File: src/wdg_pkg.sv
// package: constants, register map and types of the watchdog reset counter
package wdg_pkg;
  localparam int ADDR_W = 18;
  localparam int PRE_W = 12;
  localparam int CNT_W = 6;
  localparam int CFG_W = 3;

  // the service location is printed as a word index; the byte address is four times it
  localparam logic [15:0] SVC_INDEX = 16'hFFFF;
  localparam logic [ADDR_W-1:0] ADDR_SVC = {SVC_INDEX, 2'b00};
  localparam logic [ADDR_W-1:0] ADDR_CFG = 18'h00000;
  localparam logic [ADDR_W-1:0] ADDR_STAT = 18'h00004;

  localparam int CFG_DIS_BIT = 0;
  localparam int CFG_RATE_BIT = 1;
  localparam int CFG_STOPEN_BIT = 2;
  localparam logic [CFG_W-1:0] CFG_RESET = 3'h0;

  localparam int STAT_CAUSE_BIT = 0;
  localparam int STAT_RUN_BIT = 1;
  localparam int STAT_LOCK_BIT = 2;
  localparam int STAT_CNT_LSB = 8;

  // stage 4 of the prescaler is bit 3
  localparam int SVC_CLR_LSB = 3;
  localparam int TAP_FAST = 7;
  localparam int TAP_SLOW = 12;
  localparam int TIMEOUT_FAST = 8176;
  localparam int TIMEOUT_SLOW = 262128;
  localparam int TAIL_FAST = (64 << TAP_FAST) - TIMEOUT_FAST;
  localparam int TAIL_SLOW = (64 << TAP_SLOW) - TIMEOUT_SLOW;
  localparam logic [PRE_W-1:0] LAST_FAST = PRE_W'((1 << TAP_FAST) - TAIL_FAST - 1);
  localparam logic [PRE_W-1:0] LAST_SLOW = PRE_W'((1 << TAP_SLOW) - TAIL_SLOW - 1);

  localparam int RST_PULSE_CYC = 32;
  localparam logic [4:0] RST_PULSE_LAST = 5'(RST_PULSE_CYC - 1);
  localparam int POR_DELAY_CYC = 4096;
  localparam logic [12:0] POR_LAST = 13'(POR_DELAY_CYC - 1);

  typedef enum logic [1:0] {
    ST_RUN = 2'b01,
    ST_PULSE = 2'b10
  } wdg_state_t;
endpackage

File: src/wdg_if.sv
// interface: control and status between the watchdog top and its counter core
`timescale 1ns/1ns
interface wdg_if;
  logic tick;
  logic enable;
  logic rate_sel;
  logic clr_all;
  logic clr_svc;
  logic clr_pre;
  logic timeout;
  logic [5:0] count;
  modport ctrl (output tick, enable, rate_sel, clr_all, clr_svc, clr_pre, input timeout, count);
  modport core (input tick, enable, rate_sel, clr_all, clr_svc, clr_pre, output timeout, count);
endinterface

File: src/wdg_top.sv
// module: watchdog reset counter with apb registers and reset pulse generator
//
// Overview of operation
// [RULE_01] 6-bit counter behind 12-bit oscillator prescaler
// [RULE_02] unserviced overflow raises asynchronous system reset
// [RULE_03] rate one 8176 cycles, zero 262128
// [RULE_04] service write clears counter, prescaler stages 4-12
// [RULE_05] service address reads reset vector low byte
// [RULE_06] reset pin low 32 cycles, cause bit set
// [RULE_07] monitor mode with test voltage disables
// [RULE_08] break with test voltage on reset disables
// [RULE_09] executed stop instruction clears prescaler
// [RULE_10] power-on clears prescaler after 4096 cycles
// [RULE_11] internal reset clears prescaler and counter
// [RULE_12] reset vector fetch clears prescaler
// [RULE_13] disable bit one turns watchdog off
// [RULE_14] no cpu interrupt, only reset output
// [RULE_15] counting continues in wait mode
// [RULE_16] stop mode gates clock, clears prescaler
// [RULE_17] stop enable zero makes stop illegal
// [RULE_18] configuration write-once, held until reset
//
// Our own choice: the APB slave port.
`timescale 1ns/1ns
module wdg_top
  import wdg_pkg::*;
(
  input wire logic pclk,
  input wire logic presetn,
  input wire logic [ADDR_W-1:0] paddr,
  input wire logic psel,
  input wire logic penable,
  input wire logic pwrite,
  input wire logic [31:0] pwdata,
  output logic [31:0] prdata,
  output logic pready,
  output logic pslverr,
  input wire logic osc_tick,
  input wire logic monitor_mode,
  input wire logic tst_on_irq_pin,
  input wire logic tst_on_rst_pin,
  input wire logic break_active,
  input wire logic stop_instr,
  input wire logic stop_mode,
  input wire logic wait_mode,
  input wire logic int_reset,
  input wire logic vec_fetch,
  input wire logic [7:0] reset_vector_lo,
  output logic rst_pin_o,
  output logic rst_pin_oe,
  output logic sys_reset_req,
  output logic stop_exec,
  output logic stop_illegal
);
  wdg_if w ();

  logic [31:0] prdata_r;
  logic pready_r;
  logic pslverr_r;
  logic [CFG_W-1:0] cfg_r;
  logic cfg_lock_r;
  logic cause_r;
  wdg_state_t state_r;
  wdg_state_t state_nxt;
  logic [4:0] pulse_cnt_r;
  logic rst_pin_oe_r;
  logic sys_reset_req_r;
  logic stop_exec_r;
  logic stop_illegal_r;
  logic setup;
  logic access;
  logic wr;
  logic svc_wr;
  logic cfg_wr;
  logic stat_wr;
  logic stop_ok;
  logic pulse_end;

  function automatic logic is_mapped(input logic [ADDR_W-1:0] a);
    is_mapped = (a == ADDR_SVC) || (a == ADDR_CFG) || (a == ADDR_STAT);
  endfunction

  function automatic logic [31:0] read_mux(input logic [ADDR_W-1:0] a);
    logic [31:0] d;
    d = 32'h0000_0000;
    if (a == ADDR_SVC) begin
      // the service location overlays the vector, so no watchdog state is visible here
      d[7:0] = reset_vector_lo; // [RULE_05]
    end else if (a == ADDR_CFG) begin
      d[CFG_W-1:0] = cfg_r;
    end else if (a == ADDR_STAT) begin
      d[STAT_CAUSE_BIT] = cause_r;
      d[STAT_RUN_BIT] = w.enable;
      d[STAT_LOCK_BIT] = cfg_lock_r;
      d[STAT_CNT_LSB +: CNT_W] = w.count;
    end
    read_mux = d;
  endfunction

  assign setup = psel & ~penable;
  assign access = psel & penable & pready_r;
  assign wr = access & pwrite;
  assign svc_wr = wr & (paddr == ADDR_SVC);
  assign cfg_wr = wr & (paddr == ADDR_CFG);
  assign stat_wr = wr & (paddr == ADDR_STAT);
  assign stop_ok = cfg_r[CFG_STOPEN_BIT];
  assign pulse_end = (state_r == ST_PULSE) & osc_tick & (pulse_cnt_r == RST_PULSE_LAST);

  // wait mode is deliberately not a term here: the count must keep running
  assign w.tick = osc_tick & ~stop_mode; // [RULE_15] [RULE_16]
  assign w.enable = ~cfg_r[CFG_DIS_BIT] // [RULE_13]
    & ~(monitor_mode & (tst_on_irq_pin | tst_on_rst_pin)) // [RULE_07]
    & ~(break_active & tst_on_rst_pin); // [RULE_08]
  assign w.rate_sel = cfg_r[CFG_RATE_BIT]; // [RULE_03]
  assign w.clr_svc = svc_wr; // [RULE_04]
  assign w.clr_pre = (stop_instr & stop_ok) | stop_mode | vec_fetch; // [RULE_09] [RULE_12] [RULE_16]
  // the watchdog's own reset counts as an internal reset while the pulse lasts
  assign w.clr_all = int_reset | (state_r == ST_PULSE); // [RULE_11]

  wdg_core u_core (
    .pclk(pclk),
    .presetn(presetn),
    .w(w)
  );

  // apb slave: answer is prepared in the setup cycle, so access never waits
  always_ff @(posedge pclk or negedge presetn) begin
    if (!presetn) begin
      pready_r <= 1'b0;
      pslverr_r <= 1'b0;
      prdata_r <= 32'h0000_0000;
    end else begin
      pready_r <= setup;
      pslverr_r <= setup & ~is_mapped(paddr);
      if (setup && !pwrite) begin
        prdata_r <= read_mux(paddr);
      end else if (setup) begin
        prdata_r <= 32'h0000_0000;
      end
    end
  end

  // configuration: a second write is silently ignored, not an error
  always_ff @(posedge pclk or negedge presetn) begin
    if (!presetn) begin
      cfg_r <= CFG_RESET; // [RULE_03]
      cfg_lock_r <= 1'b0;
    end else if (cfg_wr && !cfg_lock_r) begin
      cfg_r <= pwdata[CFG_W-1:0]; // [RULE_18]
      cfg_lock_r <= 1'b1; // [RULE_18]
    end
  end

  // cause bit: a new watchdog reset wins over a clear in the same cycle
  always_ff @(posedge pclk or negedge presetn) begin
    if (!presetn) begin
      cause_r <= 1'b0;
    end else if (w.timeout) begin
      cause_r <= 1'b1; // [RULE_06]
    end else if (stat_wr && pwdata[STAT_CAUSE_BIT]) begin
      cause_r <= 1'b0;
    end
  end

  always_comb begin
    state_nxt = state_r;
    case (state_r)
      ST_RUN: begin
        if (w.timeout) begin
          state_nxt = ST_PULSE;
        end
      end
      ST_PULSE: begin
        if (pulse_end) begin
          state_nxt = ST_RUN;
        end
      end
      default: begin
        state_nxt = ST_RUN;
      end
    endcase
  end

  always_ff @(posedge pclk or negedge presetn) begin
    if (!presetn) begin
      state_r <= ST_RUN;
    end else begin
      state_r <= state_nxt;
    end
  end

  // pulse length is counted in oscillator ticks, not bus clocks
  always_ff @(posedge pclk or negedge presetn) begin
    if (!presetn) begin
      pulse_cnt_r <= 5'h00;
    end else if (state_r != ST_PULSE) begin
      pulse_cnt_r <= 5'h00;
    end else if (osc_tick) begin
      pulse_cnt_r <= pulse_cnt_r + 5'h01; // [RULE_06]
    end
  end

  // the reset is the only output action; there is no interrupt request at all
  always_ff @(posedge pclk or negedge presetn) begin
    if (!presetn) begin
      rst_pin_oe_r <= 1'b0;
      sys_reset_req_r <= 1'b0;
    end else begin
      rst_pin_oe_r <= (state_nxt == ST_PULSE); // [RULE_06]
      sys_reset_req_r <= (state_nxt == ST_PULSE); // [RULE_02] [RULE_14]
    end
  end

  always_ff @(posedge pclk or negedge presetn) begin
    if (!presetn) begin
      stop_exec_r <= 1'b0;
      stop_illegal_r <= 1'b0;
    end else begin
      stop_exec_r <= stop_instr & stop_ok; // [RULE_17]
      stop_illegal_r <= stop_instr & ~stop_ok; // [RULE_17]
    end
  end

  assign prdata = prdata_r;
  assign pready = pready_r;
  assign pslverr = pslverr_r;
  // open-drain reset pin: only ever pulled low, enable marks the drive
  assign rst_pin_o = 1'b0;
  assign rst_pin_oe = rst_pin_oe_r;
  assign sys_reset_req = sys_reset_req_r;
  assign stop_exec = stop_exec_r;
  assign stop_illegal = stop_illegal_r;

  pulse_len_a: assert property (@(posedge pclk) disable iff (!presetn) // [RULE_06]
    $fell(rst_pin_oe_r) |-> $past(pulse_cnt_r) == RST_PULSE_LAST && $past(osc_tick))
    else $error("reset pulse length wrong");

  cause_set_a: assert property (@(posedge pclk) disable iff (!presetn) // [RULE_06]
    w.timeout |=> cause_r && rst_pin_oe_r && sys_reset_req_r)
    else $error("timeout did not raise reset and cause");

  svc_read_a: assert property (@(posedge pclk) disable iff (!presetn) // [RULE_05]
    setup && !pwrite && paddr == ADDR_SVC |=> prdata_r == {24'h000000, $past(reset_vector_lo)})
    else $error("service read did not return vector byte");

  svc_clear_a: assert property (@(posedge pclk) disable iff (!presetn) // [RULE_04]
    svc_wr |=> w.count == 6'h00)
    else $error("service write did not clear counter");

  dis_quiet_a: assert property (@(posedge pclk) disable iff (!presetn) // [RULE_13]
    !w.enable |=> !w.timeout)
    else $error("timeout while watchdog disabled");

  tst_disable_a: assert property (@(posedge pclk) disable iff (!presetn) // [RULE_07]
    (monitor_mode && (tst_on_irq_pin || tst_on_rst_pin)) || (break_active && tst_on_rst_pin)
      |-> !w.enable)
    else $error("test voltage did not disable watchdog");

  stop_ill_a: assert property (@(posedge pclk) disable iff (!presetn) // [RULE_17]
    stop_instr && !stop_ok |=> stop_illegal_r && !stop_exec_r)
    else $error("stop not flagged illegal");

  cfg_lock_a: assert property (@(posedge pclk) disable iff (!presetn) // [RULE_18]
    cfg_lock_r && cfg_wr |=> $stable(cfg_r))
    else $error("locked configuration changed");

  stop_hold_a: assert property (@(posedge pclk) disable iff (!presetn) // [RULE_16]
    stop_mode && !w.clr_all && !w.clr_svc |=> $stable(w.count))
    else $error("count moved in stop mode");

  wait_run_a: assert property (@(posedge pclk) disable iff (!presetn) // [RULE_15]
    wait_mode && osc_tick && !stop_mode |-> w.tick)
    else $error("watchdog clock stopped in wait mode");

  apb_err_a: assert property (@(posedge pclk) disable iff (!presetn)
    setup |=> pready_r && (pslverr_r == !is_mapped($past(paddr))))
    else $error("apb answer wrong");
endmodule

File: src/wdg_core.sv
// module: prescaler, 6-bit counter and power-on prescaler clear
`timescale 1ns/1ns
module wdg_core
  import wdg_pkg::*;
(
  input wire logic pclk,
  input wire logic presetn,
  wdg_if.core w
);
  logic [PRE_W-1:0] pre_r;
  logic [CNT_W-1:0] cnt_r;
  logic [12:0] por_cnt_r;
  logic por_done_r;
  logic timeout_r;
  logic por_clr;
  logic fire;

  function automatic logic carry(input logic [PRE_W-1:0] p, input logic fast);
    carry = fast ? (&p[TAP_FAST-1:0]) : (&p[TAP_SLOW-1:0]);
  endfunction

  function automatic logic last_tick(input logic [PRE_W-1:0] p, input logic fast);
    last_tick = fast ? (p[TAP_FAST-1:0] == LAST_FAST[TAP_FAST-1:0]) : (p == LAST_SLOW);
  endfunction

  assign por_clr = w.tick & ~por_done_r & (por_cnt_r == POR_LAST);
  // rate one taps the prescaler at 128, rate zero at its full 4096 carry
  assign fire = w.tick & w.enable & (&cnt_r) & last_tick(pre_r, w.rate_sel); // [RULE_02] [RULE_03]
  assign w.timeout = timeout_r;
  assign w.count = cnt_r;

  always_ff @(posedge pclk or negedge presetn) begin
    if (!presetn) begin
      pre_r <= '0;
    end else if (w.clr_all || w.clr_pre || por_clr) begin // [RULE_09] [RULE_10] [RULE_11] [RULE_12]
      pre_r <= '0;
    end else if (w.clr_svc) begin
      // low stages survive a service, so a period can be up to 7 ticks short
      pre_r <= {{(PRE_W-SVC_CLR_LSB){1'b0}}, pre_r[SVC_CLR_LSB-1:0]}; // [RULE_04]
    end else if (w.tick) begin
      pre_r <= pre_r + 1'b1; // [RULE_01]
    end
  end

  always_ff @(posedge pclk or negedge presetn) begin
    if (!presetn) begin
      cnt_r <= '0;
    end else if (w.clr_all || w.clr_svc) begin // [RULE_04] [RULE_11]
      cnt_r <= '0;
    end else if (w.tick && w.enable && carry(pre_r, w.rate_sel)) begin
      cnt_r <= cnt_r + 1'b1; // [RULE_01]
    end
  end

  always_ff @(posedge pclk or negedge presetn) begin
    if (!presetn) begin
      por_cnt_r <= '0;
      por_done_r <= 1'b0;
    end else if (w.tick && !por_done_r) begin
      por_cnt_r <= por_cnt_r + 1'b1;
      por_done_r <= por_clr; // [RULE_10]
    end
  end

  always_ff @(posedge pclk or negedge presetn) begin
    if (!presetn) begin
      timeout_r <= 1'b0;
    end else begin
      timeout_r <= fire;
    end
  end

  por_clear_a: assert property (@(posedge pclk) disable iff (!presetn) // [RULE_10]
    por_clr |-> (por_cnt_r == POR_LAST) ##1 (pre_r == '0) && por_done_r)
    else $error("prescaler not cleared after power-on delay");
  pre_clear_a: assert property (@(posedge pclk) disable iff (!presetn) // [RULE_09] [RULE_12]
    w.clr_pre || w.clr_all |=> pre_r == '0)
    else $error("prescaler not cleared by stop, fetch or reset");
  overflow_a: assert property (@(posedge pclk) disable iff (!presetn) // [RULE_02]
    timeout_r |-> $past(cnt_r) == 6'h3F && $past(w.enable))
    else $error("timeout without full counter");
endmodule

File: config.mk
export PLATFORM = sky130hd
export DESIGN_NAME = wdg_top
export DESIGN_NICKNAME = d
export VERILOG_FILES = /design/src/wdg_pkg.sv /design/src/wdg_if.sv /design/src/wdg_top.sv /design/src/wdg_core.sv
export SDC_FILE = /design/constraint.sdc
export NUM_CORES = 1
export LEC_CHECK = 0
export ABC_AREA = 0
export BUFFER_PORTS_ARGS = -buffer_cell sky130_fd_sc_hd__buf_2
export CAP_MARGIN = 20
export CORE_MARGIN = 3
export CORE_UTILIZATION = 45
export CTS_BUF_LIST = sky130_fd_sc_hd__clkbuf_4
export CTS_CLUSTER_DIAMETER = 50
export DETAILED_ROUTE_END_ITERATION = 12
export HOLD_SLACK_MARGIN = 0.12
export PLACE_DENSITY = 0.73
export REMOVE_ABC_BUFFERS = 1
export SYNTH_ARGS = -nofsm -noshare
export SYNTH_HDL_FRONTEND = slang
export SYNTH_HIERARCHICAL = 1
export SYNTH_SLANG_ARGS = --single-unit
File: constraint.sdc
create_clock -name pclk -period 6.7 [get_ports pclk]
set_clock_uncertainty 0.15 [all_clocks]
set_input_delay 0.335 -clock pclk [delete_from_list [all_inputs] [get_ports pclk]]
set_output_delay 0.335 -clock pclk [all_outputs]
set_load 0.02 [all_outputs]
==> run summary <==
### Outcome
• run status: finished clean

### Synth
• area fraction of the dominant cell type after synthesis: 0.479
• number of cells produced by synthesis: 305
• simple-gate share of the synthesized area: 0.219
• ranking of synthesized cells by area: sky130_fd_sc_hd__dfrtp_1 48%, sky130_fd_sc_hd__buf_4 4.6%, sky130_fd_sc_hd__xnor2_1 4.3%, sky130_fd_sc_hd__a22o_1 2.9%, sky130_fd_sc_hd__nor2_1 2.9%
• most common flop cell mapped by yosys: sky130_fd_sc_hd__dfrtp_1
• multiplexer fraction of the synthesized cell area: 0.0320
• proportion of synthesized flip-flops having asynchronous set or reset: 1.00
• EDFF count, synth: 0
• compound-gate portion of the synthesized area: 0.0955
• share of synthesized area occupied by flip-flops and latches: 0.487
• xor and xnor area share after synthesis: 0.0693
• netlist area before placement: 3290 µm²
• area leader, netlist: sky130_fd_sc_hd__dfrtp_1
• arithmetic-cell share of the synthesized area counting full adders, half adders and majority gates: 0.0266
• synth unique cells: 58
• average cell area after synthesis: 10.8 µm²
• total of warnings raised by yosys: 6
• combinational family with the most area after synthesis: simple AND/OR/NAND/NOR gates
• number of synthesized register bits: 64

### Die
• x dimension of the die: 91.5 µm
• Initial Utilization: 0.474
• Ports: 112
• floorplan core area: 6940 µm²
• die height: 91.5 µm
• cell row count: 30
• Die Area: 8370 µm²

### Layout
• commonest non-fill, non-tap cell in the layout: sky130_fd_sc_hd__dfrtp_1
• Net count, final: 465
• storage element area: 1600 µm²
• most frequent cells in the layout: 63 x sky130_fd_sc_hd__dfrtp_1, 62 x sky130_fd_sc_hd__buf_2, 25 x sky130_fd_sc_hd__nor2_1, 19 x sky130_fd_sc_hd__conb_1
• ANT cells: 0
• final instance area: 3920 µm²
• number of inserted filler cells in the final layout: 620
• end-of-flow core utilization: 0.565
• number of standard cells in the layout, taps in and fillers out: 486
• relative area change from synthesis to final layout: 19.3%
• fraction of layout instances using a drive strength above 1: 0.256
• multi-input gate area in the final layout: 1530 µm²

### Timing
• final number of hold-violating endpoints: 0
• Slew Limit Headroom: 0.394
• upper clock frequency limit: 385 MHz
• unrepaired setup endpoints after global routing: no
• final worst-path setup slack: 4100 ps
• count of pins over their slew limit: 0
• Finish-stage setup viols: 0
• worst-margin pin slew: 905 ps
• sum of negative setup slack: 0 ps
• Final period util: 0.388
• worst-case hold slack: 173 ps
• min cycle time layout: 2600 ps

### Worst hold path
• Hold WC Path Type: in2reg
• startpoint of the tightest hold check path: osc_tick

### Clock tree
• Worst-path clk slew: 110 ps
• root buffer cell: sky130_fd_sc_hd__clkbuf_4
• total clock buffers created by CTS: 9
• post_cts resized: 0
• Longest Clk Path Bufs: 2
• TritonCTS clock tree: built
• Clock Sink Count: 64
• clock insertion delay at the later pin of the skew report: 400 ps
• CTS HTree Levels: 3

### Global routing
• Total GRT Usage: 0.163
• initial antenna violation count: 0
• wire length of the first global-routing pass: 11000 µm
• gr ovfl total: 0
• pin count of the biggest net entering global routing: 65
• vias in the first global route: 2447

### Critical path
• start-to-end type of the worst setup path: in2reg
• Reg-to-Reg Start: u_core/por_done_r$_DFFE_PN0P_
• startpoint type of the worst setup path: primary input
• crit path DAT: 2740 ps
• maximum fanout encountered on the critical timing path: 8
• Setup crit end kind: flop
• endpoint required time on the critical path: 6840 ps
• source of the critical timing path: osc_tick

### Detailed routing
• post-route antenna net violation count: 0
• number of optimization iterations in the first detailed-route pass: 4
• routed wire length: 6370 µm
• vias: 2462
• number of DRC violations after detailed routing: 0
• violation count after the first detailed-route iteration: 83
• via/cell ratio: 5.07
• WL per Instance: 13.1 µm

### Place
• placed standard-cell area: 3600 µm²
• Placed Cells: 454
• Detail Placement HPWL: 4460 µm
• weighted congestion at the end of routability-driven global placement: 0.819
• Port Buffers: 62
• Setup Slack @ Placement: 4200 ps

### Run
• max-cap check violation count: 0

### Pwr
• total power after layout: 821 µW
• leak pwr: 1.90 nW
• Pwr Density: 209 nW/µm²
• worst supply voltage drop on vdd: 0.000141 V

-- area by class of cell --
cell class	instances	area share
Inverter	10	0.00957
Sequential cell	64	0.409
Multi-Input combinational cell	221	0.389
Clock inverter	6	0.0214
Clock buffer	10	0.0191
Tap cell	96	0.0306
Timing Repair Buffer	79	0.122
-- cells by family after synthesis --
| group | after synthesis |
|---|---|
| and+or+nand+nor | 118 |
| muxes | 10 |
| adders and majority gates | 7 |
| other | 1 |
| buffers and inverters | 38 |
| xor gates and xnor gates | 26 |
| AOI/OAI and AO/OA | 41 |
| DFF | 64 |
-- per-layer routing --
layer,part of all wire,track usage,wire (µm),vias to the layer above
met4,0.011,0.0678,69,0
met2,0.51,0.277,3220,52
li1,-,-,-,1216
met3,0.041,0.0423,259,9
met1,0.44,0.196,2820,1185
met5,0,0,0,-
-- worst max-delay path: stages --
cell and delay (ps):
sky130_fd_sc_hd__buf_2 180, sky130_fd_sc_hd__nor2b_1 400, sky130_fd_sc_hd__nand4b_1 260, sky130_fd_sc_hd__or3_1 520, sky130_fd_sc_hd__nor3_1 400, sky130_fd_sc_hd__nor4_1 90
sky130_fd_sc_hd__dlygate4sd3_1 570
-- worst paths after layout --
check                                              endpoint  slack [ps]  cells after the start
max in group asynchronous            stop_illegal$_DFF_PN0_        5410                      3
min reg2reg                u_core/por_cnt_r[11]$_DFFE_PN0P_         330                      1
min                              pulse_cnt_r[4]$_DFFE_PN0P_         170                      3
min in group asynchronous            prdata[10]$_DFFE_PN0P_         490                      3
max                             u_core/pre_r[0]$_DFFE_PN0P_        4100                      7
max reg2reg                     u_core/pre_r[0]$_DFFE_PN0P_        4190                      5
-- registers in the layout (all words and copies together), names as in the netlist --
register and count:
u_core/w.count 6, cfg_lock_r 1, prdata 14, u_core/por_done_r 1, u_core/por_cnt_r 13, cfg_r 3, sys_reset_req 1, u_core/w.timeout 1
state_r 2, stop_illegal 1, pslverr 1, stop_exec 1, pready 1, u_core/pre_r 12, cause_r 1, pulse_cnt_r 5
-- what timing repair did --
| action | CTS | global route |
|---|---|---|
| hold endpoints to repair | 79 | 0 |
| endpoints found under the setup margin | 0 | 0 |
| hold buffers | 16 | 0 |
| buffers inserted | 0 | 0 |
-- cells in the mapped netlist (all sizes together) (6+ instances only) --
master,n
dfrtp,63
nor2,25
buf,23
nand2,16
xnor2,16
a22o,11
nand3,11
inv,10
xor2,10
a21oi,9
nand4,9
nor3,9
nor4,9
ha,7
nor2b,7
o31ai,7
and2,6
mux2i,6
or2,6
-- report_power, final --
part	switching [mW]	internal (mW)	leakage [nW]	total [mW]
sequential	0.0203	0.409	0.872	0.429
clock	0.139	0.154	0.0817	0.293
combinational	0.0539	0.0439	0.947	0.0978
total	0.214	0.607	1.90	0.821
Note: power is estimated with default switching activity, not from simulation.
